`src/verilog/tzc_pkg.sv`:
```
// Constants shared by the thermal and temperature-zone control register bank
package tzc_pkg;

  // Register offsets on the host register port
  localparam logic [7:0] TEMP_CTRL_ADDR = 8'h16;
  localparam logic [7:0] ZONE_CTRL_ADDR = 8'h17;

  // Values after power-on or register reset
  localparam logic [7:0] TEMP_CTRL_RST = 8'hc0;
  localparam logic [7:0] ZONE_CTRL_RST = 8'h7a;

  // Bits of the temperature control register that survive watchdog expiry
  localparam logic [7:0] TEMP_CTRL_WD_KEEP = 8'h0f;

  // Read value for offsets that hold no register
  localparam logic [7:0] UNMAPPED_RDATA = 8'h00;

  // Field positions, temperature control register
  localparam int DIE_REG_LSB = 6;
  localparam int DIE_SHUT_LSB = 4;
  localparam int BUS_PD_BIT = 3;
  localparam int FIRST_PD_BIT = 2;
  localparam int SECOND_PD_BIT = 1;
  localparam int BKUP_FET_BIT = 0;

  // Field positions, temperature-zone control register
  localparam int WARM_V_LSB = 5;
  localparam int WARM_I_LSB = 3;
  localparam int COOL_I_LSB = 1;
  localparam int ZONE_RSVD_BIT = 0;

  // Die regulation thresholds, degrees C, codes 0 to 3
  localparam logic [7:0] DIE_REG_C0 = 8'h3c;
  localparam logic [7:0] DIE_REG_C1 = 8'h50;
  localparam logic [7:0] DIE_REG_C2 = 8'h64;
  localparam logic [7:0] DIE_REG_C3 = 8'h78;

  // Die shutdown thresholds, degrees C, codes 0 to 3
  localparam logic [7:0] DIE_SHUT_C0 = 8'h96;
  localparam logic [7:0] DIE_SHUT_C1 = 8'h82;
  localparam logic [7:0] DIE_SHUT_C2 = 8'h78;
  localparam logic [7:0] DIE_SHUT_C3 = 8'h55;

  // Warm-zone charge voltage reduction, mV, codes 1 to 6
  localparam logic [9:0] WARM_DROP_1 = 10'h320;
  localparam logic [9:0] WARM_DROP_2 = 10'h258;
  localparam logic [9:0] WARM_DROP_3 = 10'h190;
  localparam logic [9:0] WARM_DROP_4 = 10'h12c;
  localparam logic [9:0] WARM_DROP_5 = 10'h0c8;
  localparam logic [9:0] WARM_DROP_6 = 10'h064;
  localparam logic [9:0] WARM_DROP_NONE = 10'h000;

  // Charge current scale, percent of the programmed target
  localparam logic [6:0] PCT_SUSPEND = 7'h00;
  localparam logic [6:0] PCT_20 = 7'h14;
  localparam logic [6:0] PCT_40 = 7'h28;
  localparam logic [6:0] PCT_FULL = 7'h64;

endpackage : tzc_pkg

```
`src/verilog/tzc_setting_decode.sv`:
```
// Registered decode of the control fields into thresholds and charge scaling
`timescale 1ns/1ps

module tzc_setting_decode (
  input wire logic ref_clk,
  input wire logic arst_n,
  input wire logic [1:0] die_regulation_threshold,
  input wire logic [1:0] die_shutdown_threshold,
  input wire logic [2:0] warm_zone_voltage_setting,
  input wire logic [1:0] warm_zone_current_setting,
  input wire logic [1:0] cool_zone_current_setting,
  output logic [7:0] die_reg_temp_ff,
  output logic [7:0] die_shut_temp_ff,
  output logic [9:0] warm_voltage_drop_ff,
  output logic warm_voltage_suspend_ff,
  output logic [6:0] warm_current_pct_ff,
  output logic [6:0] cool_current_pct_ff
);

  logic [7:0] nxt_die_reg_temp;
  logic [7:0] nxt_die_shut_temp;
  logic [9:0] nxt_warm_voltage_drop;
  logic nxt_warm_voltage_suspend;
  logic [6:0] nxt_warm_current_pct;
  logic [6:0] nxt_cool_current_pct;

  //////////////////////////////////////////////////////////////////////////////
  // Die thresholds
  always_comb begin
    case (die_regulation_threshold)
      2'h0: nxt_die_reg_temp = tzc_pkg::DIE_REG_C0;
      2'h1: nxt_die_reg_temp = tzc_pkg::DIE_REG_C1;
      2'h2: nxt_die_reg_temp = tzc_pkg::DIE_REG_C2;
      default: nxt_die_reg_temp = tzc_pkg::DIE_REG_C3;
    endcase
    case (die_shutdown_threshold)
      2'h0: nxt_die_shut_temp = tzc_pkg::DIE_SHUT_C0;
      2'h1: nxt_die_shut_temp = tzc_pkg::DIE_SHUT_C1;
      2'h2: nxt_die_shut_temp = tzc_pkg::DIE_SHUT_C2;
      default: nxt_die_shut_temp = tzc_pkg::DIE_SHUT_C3;
    endcase
  end

  //////////////////////////////////////////////////////////////////////////////
  // Temperature-zone charge adjustments
  always_comb begin
    nxt_warm_voltage_suspend = 1'b0;
    case (warm_zone_voltage_setting)
      3'h0: begin
        nxt_warm_voltage_drop = tzc_pkg::WARM_DROP_NONE;
        nxt_warm_voltage_suspend = 1'b1;
      end
      3'h1: nxt_warm_voltage_drop = tzc_pkg::WARM_DROP_1;
      3'h2: nxt_warm_voltage_drop = tzc_pkg::WARM_DROP_2;
      3'h3: nxt_warm_voltage_drop = tzc_pkg::WARM_DROP_3;
      3'h4: nxt_warm_voltage_drop = tzc_pkg::WARM_DROP_4;
      3'h5: nxt_warm_voltage_drop = tzc_pkg::WARM_DROP_5;
      3'h6: nxt_warm_voltage_drop = tzc_pkg::WARM_DROP_6;
      default: nxt_warm_voltage_drop = tzc_pkg::WARM_DROP_NONE;
    endcase
    // warm current scale, unlisted code 0 treated as suspend
    case (warm_zone_current_setting)
      2'h0: nxt_warm_current_pct = tzc_pkg::PCT_SUSPEND;
      2'h1: nxt_warm_current_pct = tzc_pkg::PCT_20;
      2'h2: nxt_warm_current_pct = tzc_pkg::PCT_40;
      default: nxt_warm_current_pct = tzc_pkg::PCT_FULL;
    endcase
    case (cool_zone_current_setting)
      2'h0: nxt_cool_current_pct = tzc_pkg::PCT_SUSPEND;
      2'h1: nxt_cool_current_pct = tzc_pkg::PCT_20;
      2'h2: nxt_cool_current_pct = tzc_pkg::PCT_40;
      default: nxt_cool_current_pct = tzc_pkg::PCT_FULL;
    endcase
  end

  //////////////////////////////////////////////////////////////////////////////
  // Output registers, reset to the decode of the default codes
  always_ff @(posedge ref_clk or negedge arst_n) begin
    if (!arst_n) begin
      die_reg_temp_ff <= tzc_pkg::DIE_REG_C3;
      die_shut_temp_ff <= tzc_pkg::DIE_SHUT_C0;
      warm_voltage_drop_ff <= tzc_pkg::WARM_DROP_3;
      warm_voltage_suspend_ff <= 1'b0;
      warm_current_pct_ff <= tzc_pkg::PCT_FULL;
      cool_current_pct_ff <= tzc_pkg::PCT_20;
    end else begin
      die_reg_temp_ff <= nxt_die_reg_temp;
      die_shut_temp_ff <= nxt_die_shut_temp;
      warm_voltage_drop_ff <= nxt_warm_voltage_drop;
      warm_voltage_suspend_ff <= nxt_warm_voltage_suspend;
      warm_current_pct_ff <= nxt_warm_current_pct;
      cool_current_pct_ff <= nxt_cool_current_pct;
    end
  end

endmodule : tzc_setting_decode

```
`src/verilog/tzc_regs.sv`:
```
// Thermal and temperature-zone control register bank with its host port
`timescale 1ns/1ps

// Functional notes
// - Temperature control register resets to C0h
// - Zone register resets 7Ah, bit0 reads zero
// - Bit 3 enables bus pull-down, register reset
// - Bit 2 enables first sense pull-down
// - Bit 1 enables second sense pull-down
// - Warm voltage code: suspend, reductions, unchanged
// - Warm current code scales 20, 40, 100%
// - Cool current code: suspend, 20, 40, 100%
module tzc_regs (
  input wire logic ref_clk,
  input wire logic arst_n,
  input wire logic reg_reset,
  input wire logic watchdog_expire,
  input wire logic [7:0] host_addr,
  input wire logic host_wr,
  input wire logic [7:0] host_wdata,
  input wire logic host_rd,
  output logic [7:0] host_rdata_ff,
  output logic host_rvalid_ff,
  output logic [7:0] temperature_control_ff,
  output logic [7:0] temp_zone_charge_control_ff,
  output logic bus_input_pulldown_enable,
  output logic first_sense_pulldown_enable,
  output logic second_sense_pulldown_enable,
  output logic backup_input_fet_on,
  output logic [7:0] die_reg_temp_ff,
  output logic [7:0] die_shut_temp_ff,
  output logic [9:0] warm_voltage_drop_ff,
  output logic warm_voltage_suspend_ff,
  output logic [6:0] warm_current_pct_ff,
  output logic [6:0] cool_current_pct_ff
);

  logic temp_hit;
  logic zone_hit;
  logic temp_write;
  logic zone_write;
  logic [1:0] die_reg_code_ff;
  logic [1:0] die_shut_code_ff;
  logic [3:0] temp_low_bits;
  logic [2:0] warm_v_code_ff;
  logic [1:0] warm_i_code_ff;
  logic [1:0] cool_i_code_ff;
  logic [7:0] nxt_rdata;

  //////////////////////////////////////////////////////////////////////////////
  // Address decode
  assign temp_hit = (host_addr == tzc_pkg::TEMP_CTRL_ADDR);
  assign zone_hit = (host_addr == tzc_pkg::ZONE_CTRL_ADDR);

  // Host writes that reach a register; either reset request in the same
  // cycle wins, so a write racing a watchdog expiry is dropped, not merged
  assign temp_write = host_wr && temp_hit && !reg_reset && !watchdog_expire;
  assign zone_write = host_wr && zone_hit && !reg_reset && !watchdog_expire;

  //////////////////////////////////////////////////////////////////////////////
  // Temperature control register, one process per field
  // Fields live in their own flip-flops so each keeps its own reset sources

  // regulation code, restored by watchdog and register reset
  // The default code selects the highest regulation threshold
  always_ff @(posedge ref_clk or negedge arst_n) begin
    if (!arst_n) begin
      die_reg_code_ff <= tzc_pkg::TEMP_CTRL_RST[tzc_pkg::DIE_REG_LSB +: 2];
    end else if (reg_reset || watchdog_expire) begin
      die_reg_code_ff <= tzc_pkg::TEMP_CTRL_RST[tzc_pkg::DIE_REG_LSB +: 2];
    end else if (temp_write) begin
      die_reg_code_ff <= host_wdata[tzc_pkg::DIE_REG_LSB +: 2];
    end
  end

  // shutdown code, restored by watchdog and register reset
  // The default code selects the highest shutdown threshold
  always_ff @(posedge ref_clk or negedge arst_n) begin
    if (!arst_n) begin
      die_shut_code_ff <= tzc_pkg::TEMP_CTRL_RST[tzc_pkg::DIE_SHUT_LSB +: 2];
    end else if (reg_reset || watchdog_expire) begin
      die_shut_code_ff <= tzc_pkg::TEMP_CTRL_RST[tzc_pkg::DIE_SHUT_LSB +: 2];
    end else if (temp_write) begin
      die_shut_code_ff <= host_wdata[tzc_pkg::DIE_SHUT_LSB +: 2];
    end
  end

  // enable bits and the backup bit; watchdog leaves them alone
  // so a host that set a pull-down keeps it across a firmware stall
  for (genvar b = 0; b < 4; b++) begin : g_temp_low
    logic bit_ff;
    always_ff @(posedge ref_clk or negedge arst_n) begin
      if (!arst_n) begin
        bit_ff <= tzc_pkg::TEMP_CTRL_RST[b];
      end else if (reg_reset) begin
        bit_ff <= tzc_pkg::TEMP_CTRL_RST[b];
      end else if (watchdog_expire && !tzc_pkg::TEMP_CTRL_WD_KEEP[b]) begin
        bit_ff <= tzc_pkg::TEMP_CTRL_RST[b];
      end else if (temp_write) begin
        bit_ff <= host_wdata[b];
      end
    end
    // Gather the bit into the low nibble
    assign temp_low_bits[b] = bit_ff;
  end

  // assemble the temperature control register from its fields
  // Fields are placed by the package positions, so a move is made in one place
  always_comb begin
    temperature_control_ff = 8'h00;
    temperature_control_ff[tzc_pkg::DIE_REG_LSB +: 2] = die_reg_code_ff;
    temperature_control_ff[tzc_pkg::DIE_SHUT_LSB +: 2] = die_shut_code_ff;
    temperature_control_ff[tzc_pkg::BKUP_FET_BIT +: 4] = temp_low_bits;
  end

  //////////////////////////////////////////////////////////////////////////////
  // Temperature-zone register, one process per field
  // A watchdog expiry returns every zone field to its default

  // warm voltage code
  // The default code lowers the voltage target by a mid-range step
  always_ff @(posedge ref_clk or negedge arst_n) begin
    if (!arst_n) begin
      warm_v_code_ff <= tzc_pkg::ZONE_CTRL_RST[tzc_pkg::WARM_V_LSB +: 3];
    end else if (reg_reset || watchdog_expire) begin
      warm_v_code_ff <= tzc_pkg::ZONE_CTRL_RST[tzc_pkg::WARM_V_LSB +: 3];
    end else if (zone_write) begin
      warm_v_code_ff <= host_wdata[tzc_pkg::WARM_V_LSB +: 3];
    end
  end

  // warm current code, watchdog and register reset
  // Code 0 is not listed; the decode treats it as a suspend
  always_ff @(posedge ref_clk or negedge arst_n) begin
    if (!arst_n) begin
      warm_i_code_ff <= tzc_pkg::ZONE_CTRL_RST[tzc_pkg::WARM_I_LSB +: 2];
    end else if (reg_reset || watchdog_expire) begin
      warm_i_code_ff <= tzc_pkg::ZONE_CTRL_RST[tzc_pkg::WARM_I_LSB +: 2];
    end else if (zone_write) begin
      warm_i_code_ff <= host_wdata[tzc_pkg::WARM_I_LSB +: 2];
    end
  end

  // cool current code
  // The default code charges at a fifth of the current target
  always_ff @(posedge ref_clk or negedge arst_n) begin
    if (!arst_n) begin
      cool_i_code_ff <= tzc_pkg::ZONE_CTRL_RST[tzc_pkg::COOL_I_LSB +: 2];
    end else if (reg_reset || watchdog_expire) begin
      cool_i_code_ff <= tzc_pkg::ZONE_CTRL_RST[tzc_pkg::COOL_I_LSB +: 2];
    end else if (zone_write) begin
      cool_i_code_ff <= host_wdata[tzc_pkg::COOL_I_LSB +: 2];
    end
  end

  // reserved bit is not stored, so writes to it cannot stick
  always_comb begin
    temp_zone_charge_control_ff = 8'h00;
    temp_zone_charge_control_ff[tzc_pkg::WARM_V_LSB +: 3] = warm_v_code_ff;
    temp_zone_charge_control_ff[tzc_pkg::WARM_I_LSB +: 2] = warm_i_code_ff;
    temp_zone_charge_control_ff[tzc_pkg::COOL_I_LSB +: 2] = cool_i_code_ff;
    temp_zone_charge_control_ff[tzc_pkg::ZONE_RSVD_BIT] = 1'b0;
  end

  //////////////////////////////////////////////////////////////////////////////
  // Read data mux, unmapped offsets read as zero
  // A read and a write in one cycle return the value before the write
  always_comb begin
    if (temp_hit) begin
      nxt_rdata = temperature_control_ff;
    end else if (zone_hit) begin
      nxt_rdata = temp_zone_charge_control_ff;
    end else begin
      nxt_rdata = tzc_pkg::UNMAPPED_RDATA;
    end
  end

  // Read answer one cycle after the strobe
  // Read data holds between reads; only the valid pulse marks a fresh answer
  always_ff @(posedge ref_clk or negedge arst_n) begin
    if (!arst_n) begin
      host_rdata_ff <= tzc_pkg::UNMAPPED_RDATA;
      host_rvalid_ff <= 1'b0;
    end else begin
      host_rvalid_ff <= host_rd;
      if (host_rd) begin
        host_rdata_ff <= nxt_rdata;
      end
    end
  end

  //////////////////////////////////////////////////////////////////////////////
  // Pull-down and backup enables taken straight from the stored bits
  // bus input pull-down
  assign bus_input_pulldown_enable = temp_low_bits[tzc_pkg::BUS_PD_BIT];
  assign first_sense_pulldown_enable = temp_low_bits[tzc_pkg::FIRST_PD_BIT];
  assign second_sense_pulldown_enable = temp_low_bits[tzc_pkg::SECOND_PD_BIT];
  // Backup bit is plain storage, passed out unchanged
  assign backup_input_fet_on = temp_low_bits[tzc_pkg::BKUP_FET_BIT];

  //////////////////////////////////////////////////////////////////////////////
  // Field decode into thresholds and charge scaling
  // field decode
  tzc_setting_decode tzc_setting_decode_inst (
    .ref_clk(ref_clk),
    .arst_n(arst_n),
    .die_regulation_threshold(die_reg_code_ff),
    .die_shutdown_threshold(die_shut_code_ff),
    .warm_zone_voltage_setting(warm_v_code_ff),
    .warm_zone_current_setting(warm_i_code_ff),
    .cool_zone_current_setting(cool_i_code_ff),
    .die_reg_temp_ff(die_reg_temp_ff),
    .die_shut_temp_ff(die_shut_temp_ff),
    .warm_voltage_drop_ff(warm_voltage_drop_ff),
    .warm_voltage_suspend_ff(warm_voltage_suspend_ff),
    .warm_current_pct_ff(warm_current_pct_ff),
    .cool_current_pct_ff(cool_current_pct_ff)
  );

endmodule : tzc_regs

```
`config.mk`:
```
export PLATFORM = sky130hd
export DESIGN_NAME = tzc_regs
export DESIGN_NICKNAME = d
export VERILOG_FILES = /design/src/verilog/tzc_pkg.sv /design/src/verilog/tzc_setting_decode.sv /design/src/verilog/tzc_regs.sv
export SDC_FILE = /design/constraint.sdc
export NUM_CORES = 1
export LEC_CHECK = 0
export BUFFER_PORTS_ARGS = -buffer_cell sky130_fd_sc_hd__buf_2
export CAP_MARGIN = 20
export CORE_MARGIN = 10
export CORE_UTILIZATION = 44
export DETAILED_ROUTE_END_ITERATION = 10
export PLACE_DENSITY = 0.73
export SYNTH_ARGS = -nofsm -noshare
export SYNTH_HDL_FRONTEND = slang
export SYNTH_HIERARCHICAL = 1
export SYNTH_SLANG_ARGS = --single-unit
```
`constraint.sdc`:
```
create_clock -name ref_clk -period 1.1 [get_ports ref_clk]
set_input_delay 0.165 -clock ref_clk [delete_from_list [all_inputs] [get_ports ref_clk]]
set_output_delay 0.165 -clock ref_clk [all_outputs]
set_load 0.05 [all_outputs]
```
==> flow_summary.toml <==
[sta]
finalMaxSlewViolations = 0
fin_skew_ps = 6.00
post-route-period-util = 1.14
finalWorstSetupSlack_ps = -158
hold_ws_ps = 89.7
finalSetupViolCount = 38
max_freq_mhz = 795
min_period_ps = 1260
finalHoldViolations = 0
rsz0062_at_grt = "yes"

[placed_design]
dpl_cell_area_mm2 = 0.00305
routabilityCongestion = 0.829
dp_hpwl_mm = 4.39
io_buffers = 81

[yosys]
syn_area_per_cell_um2 = 11.5
synth_most_common_cell = "dfrtp_1"
synth_top_family_by_area = "simple AND/OR/NAND/NOR gates"
syn_area_mm2 = 0.00240
synthFlopType = "dfrtp_1"
synth_common_cells = "32 x dfrtp_1, 22 x dfstp_2, 22 x inv_1"
ys_ff_latch = 54
netlist_instances = 209
yosysWarnings = 6
synthXorXnorAreaFrac = 0.00364
synth_top_area_cell = "dfrtp_1"
synth_fa_ha_area_frac = 0.0521
synth_edf_count = 0
synth.top_cell.area_share = 0.333
synthArstFlopShare = 1.00
synthMuxAreaShare = 0.0666
synth_simple_gate_area_share = 0.117
synth_cell_type_count = 33
synth_area_leaders = "dfrtp_1 33%, dfstp_2 24%, mux2i_1 6.7%"
synth_compound_gate_area_share = 0.0739
seq_area_frac_synth = 0.574

[route]
antenna_left = 0
wl_per_cell_um = 17.1
drt-initial-drc-count = 72
vias = 1898
wirelength_mm = 6.66
first_pass_iters = 4
vias_per_cell = 4.88
drc = 0

[layout]
utilization = 0.744
final_cell_area_mm2 = 0.00387
diodes = 0
drive_above_1_share = 0.596
syn_to_final_growth_pct = 61.0
layout.nets = 350

[clock_tree]
ctsHtreeMaxLevel = 2
clockBufferDepth = 2
cts_tree = "yes"
root_buffer = "clkbuf_8"
cts_sinks = 54
cts_inserted_buffers = 5
clk_latency_ps = 310
clkSlewWorstSetupHoldPaths_ps = 100

[job]
maxCapViolations = 0

[global_route]
grt_antenna_before_repair = 0
globalRouteMet3Util = 0.0456
grt_pass1_wl_mm = 10.4
grtUsageTotal = 0.148
use_met1 = 0.177
busiest_layer = "met2"
grt_max_degree = 55
grt.met2_usage = 0.248
grt_pass1_vias = 1961
overflow = 0

[setup_path]
cpPeakStageDelay_ps = 640
end_kind = "primary output"
cp.required_ps = 940
worst-path-buf-inv = 1
cpMaxStageDelayCell = "dfstp_4"
rr_startpoint = "die_reg_code_ff[1]$_DFFE_PN1P_"
worst-setup-path-type = "flip-flop to primary output"
start_kind = "flip-flop"
rrSetupSlack_ps = -120
rr_worst_depth = 5
cp_max_fo = 2
arrival_ps = 1090
cp_top_family = "flip-flops"
reg2reg_to = "tzc_setting_decode_inst/die_reg_temp_ff[2]$_DFF_PN0_"
worstPathCellList = "buf_8"

[run_status]
outcome = "finished, violations left"
violations = "negative setup slack"

[floorplanning]
fp-row-count = 26
start_util = 0.462
dieWidth_um = 93.9
num_io_pins = 92
die_y_um = 93.9
die_area_mm2 = 0.00882
core_mm2 = 0.00520

[hold_path]
hp-class = "input port to flip-flop"
hold_end = "backup_input_fet_on$_DFFE_PN0P_"
holdCritStartpoint = "host_wdata[0]"
hold_depth = 3

[power_and_ir_drop]
vdd_ir_drop_max_mv = 0.524
powerDensity_mw_per_mm2 = 1000
p_leak_nw = 1.84
## power breakdown
| group | total, mW | internal [mW] | leakage [nW] | switching [mW] |
|---|---|---|---|---|
| registers | 1.99 | 1.99 | 0.667 | 0.00162 |
| clock network | 1.56 | 0.911 | 0.0683 | 0.652 |
| logic | 0.322 | 0.0927 | 1.10 | 0.229 |
| total | 3.88 | 3.00 | 1.84 | 0.883 |
## flip-flops by register name, summed over array words and instances, names as in the netlist, 2 cells and up
register                                      count
host_rdata_ff                                     8
tzc_setting_decode_inst/cool_current_pct_ff       5
warm_v_code_ff                                    3
tzc_setting_decode_inst/warm_voltage_drop_ff      8
cool_i_code_ff                                    2
tzc_setting_decode_inst/warm_current_pct_ff       5
die_shut_code_ff                                  2
tzc_setting_decode_inst/die_shut_temp_ff          6
die_reg_code_ff                                   2
tzc_setting_decode_inst/die_reg_temp_ff           5
warm_i_code_ff                                    2
## kinds of logic (layout without fill, tap and decap cells)
family,Yosys count,in the layout
XOR/XNOR,1,1
flip-flops,54,54
AO/OA/AOI/OAI,27,27
multiplexers,16,16
buffers and inverters,51,153
AND/OR/NAND/NOR,48,48
adder cells (fa/ha/maj),10,10
other,2,10
## area by class of cell
type	instances	area [um2]
flip-flops and latches	54	1400
fillers	335	1340
repair buffers	123	1150
multi-input cells	112	1000
inverters	22	95.1
well taps	70	87.6
clock buffers	5	68.8
clock inverters	3	68.8
## cell usage in the layout, fill, tap and decap left out, types with 2 or more instances in the layout
cell type  Yosys  final
clkbuf_4       0      9
nand4_1        9      9
dfrtp_1       32     27
bufinv_16      0      2
o41ai_2        0      2
buf_6          1     28
ha_1          10      3
conb_1         2     10
buf_4         16     33
clkbuf_8       0      5
buf_2          4     27
nand2b_4       0      2
and2_1         2      2
mux2i_1       16     15
ha_4           0      6
o31ai_2        0      2
nor2_2         0      2
inv_6          0      2
nor2_1        20     17
buf_8          0     23
a21oi_1        8      8
nor2b_1        6      6
inv_1         22     19
dfstp_2       22     19
dfstp_4        0      3
dfrtp_2        0      5
o22ai_1        7      7
## stage by stage
| stage | setup WS [ps] | TNS, ps | cells | power (mW) |
|---|---|---|---|---|
| final | -158 | -2290 | 389 | 3.88 |
| after global routing | -191 | -3730 | 389 | 4.03 |
| after CTS | -166 | -2510 | 384 | 3.88 |
| after detailed placement | -322 | -5770 | 364 | 2.33 |
| after global placement | -291 | -5230 | 364 | 2.33 |
| after floorplan | -200 | -1890 | 217 | 2.22 |
## how the worst max path moves through the flow
stage	start	endpoint	cells after the start
2_1_floorplan	host_addr[7]	bus_input_pulldown_enable$_DFFE_PN0P_	4
3_3_place_gp	host_addr[7]	bus_input_pulldown_enable$_DFFE_PN0P_	4
3_5_place_dp	host_addr[7]	first_sense_pulldown_enable$_DFFE_PN0P_	4
4_1_cts	warm_v_code_ff[1]$_DFFE_PN1P_	temp_zone_charge_control_ff[6]	1
5_1_grt	die_reg_code_ff[1]$_DFFE_PN1P_	temperature_control_ff[7]	1
6_report	warm_v_code_ff[1]$_DFFE_PN1P_	temp_zone_charge_control_ff[6]	1
## per-layer routing
layer / share of wire / vias up
met2: 0.53 / 65
met5: 0 / -
li1: - / 883
met1: 0.40 / 945
met3: 0.058 / 5
met4: 0.011 / 0
## repair_timing
action,CTS,global route
buffers inserted,11,5
hold endpoints to repair,32,0
hold buffers,1,0
gates resized for setup,102,55
cloned,0,1
setup endpoints to repair,44,71
pin swaps,0,14
Power figures use the tool's default switching activity.
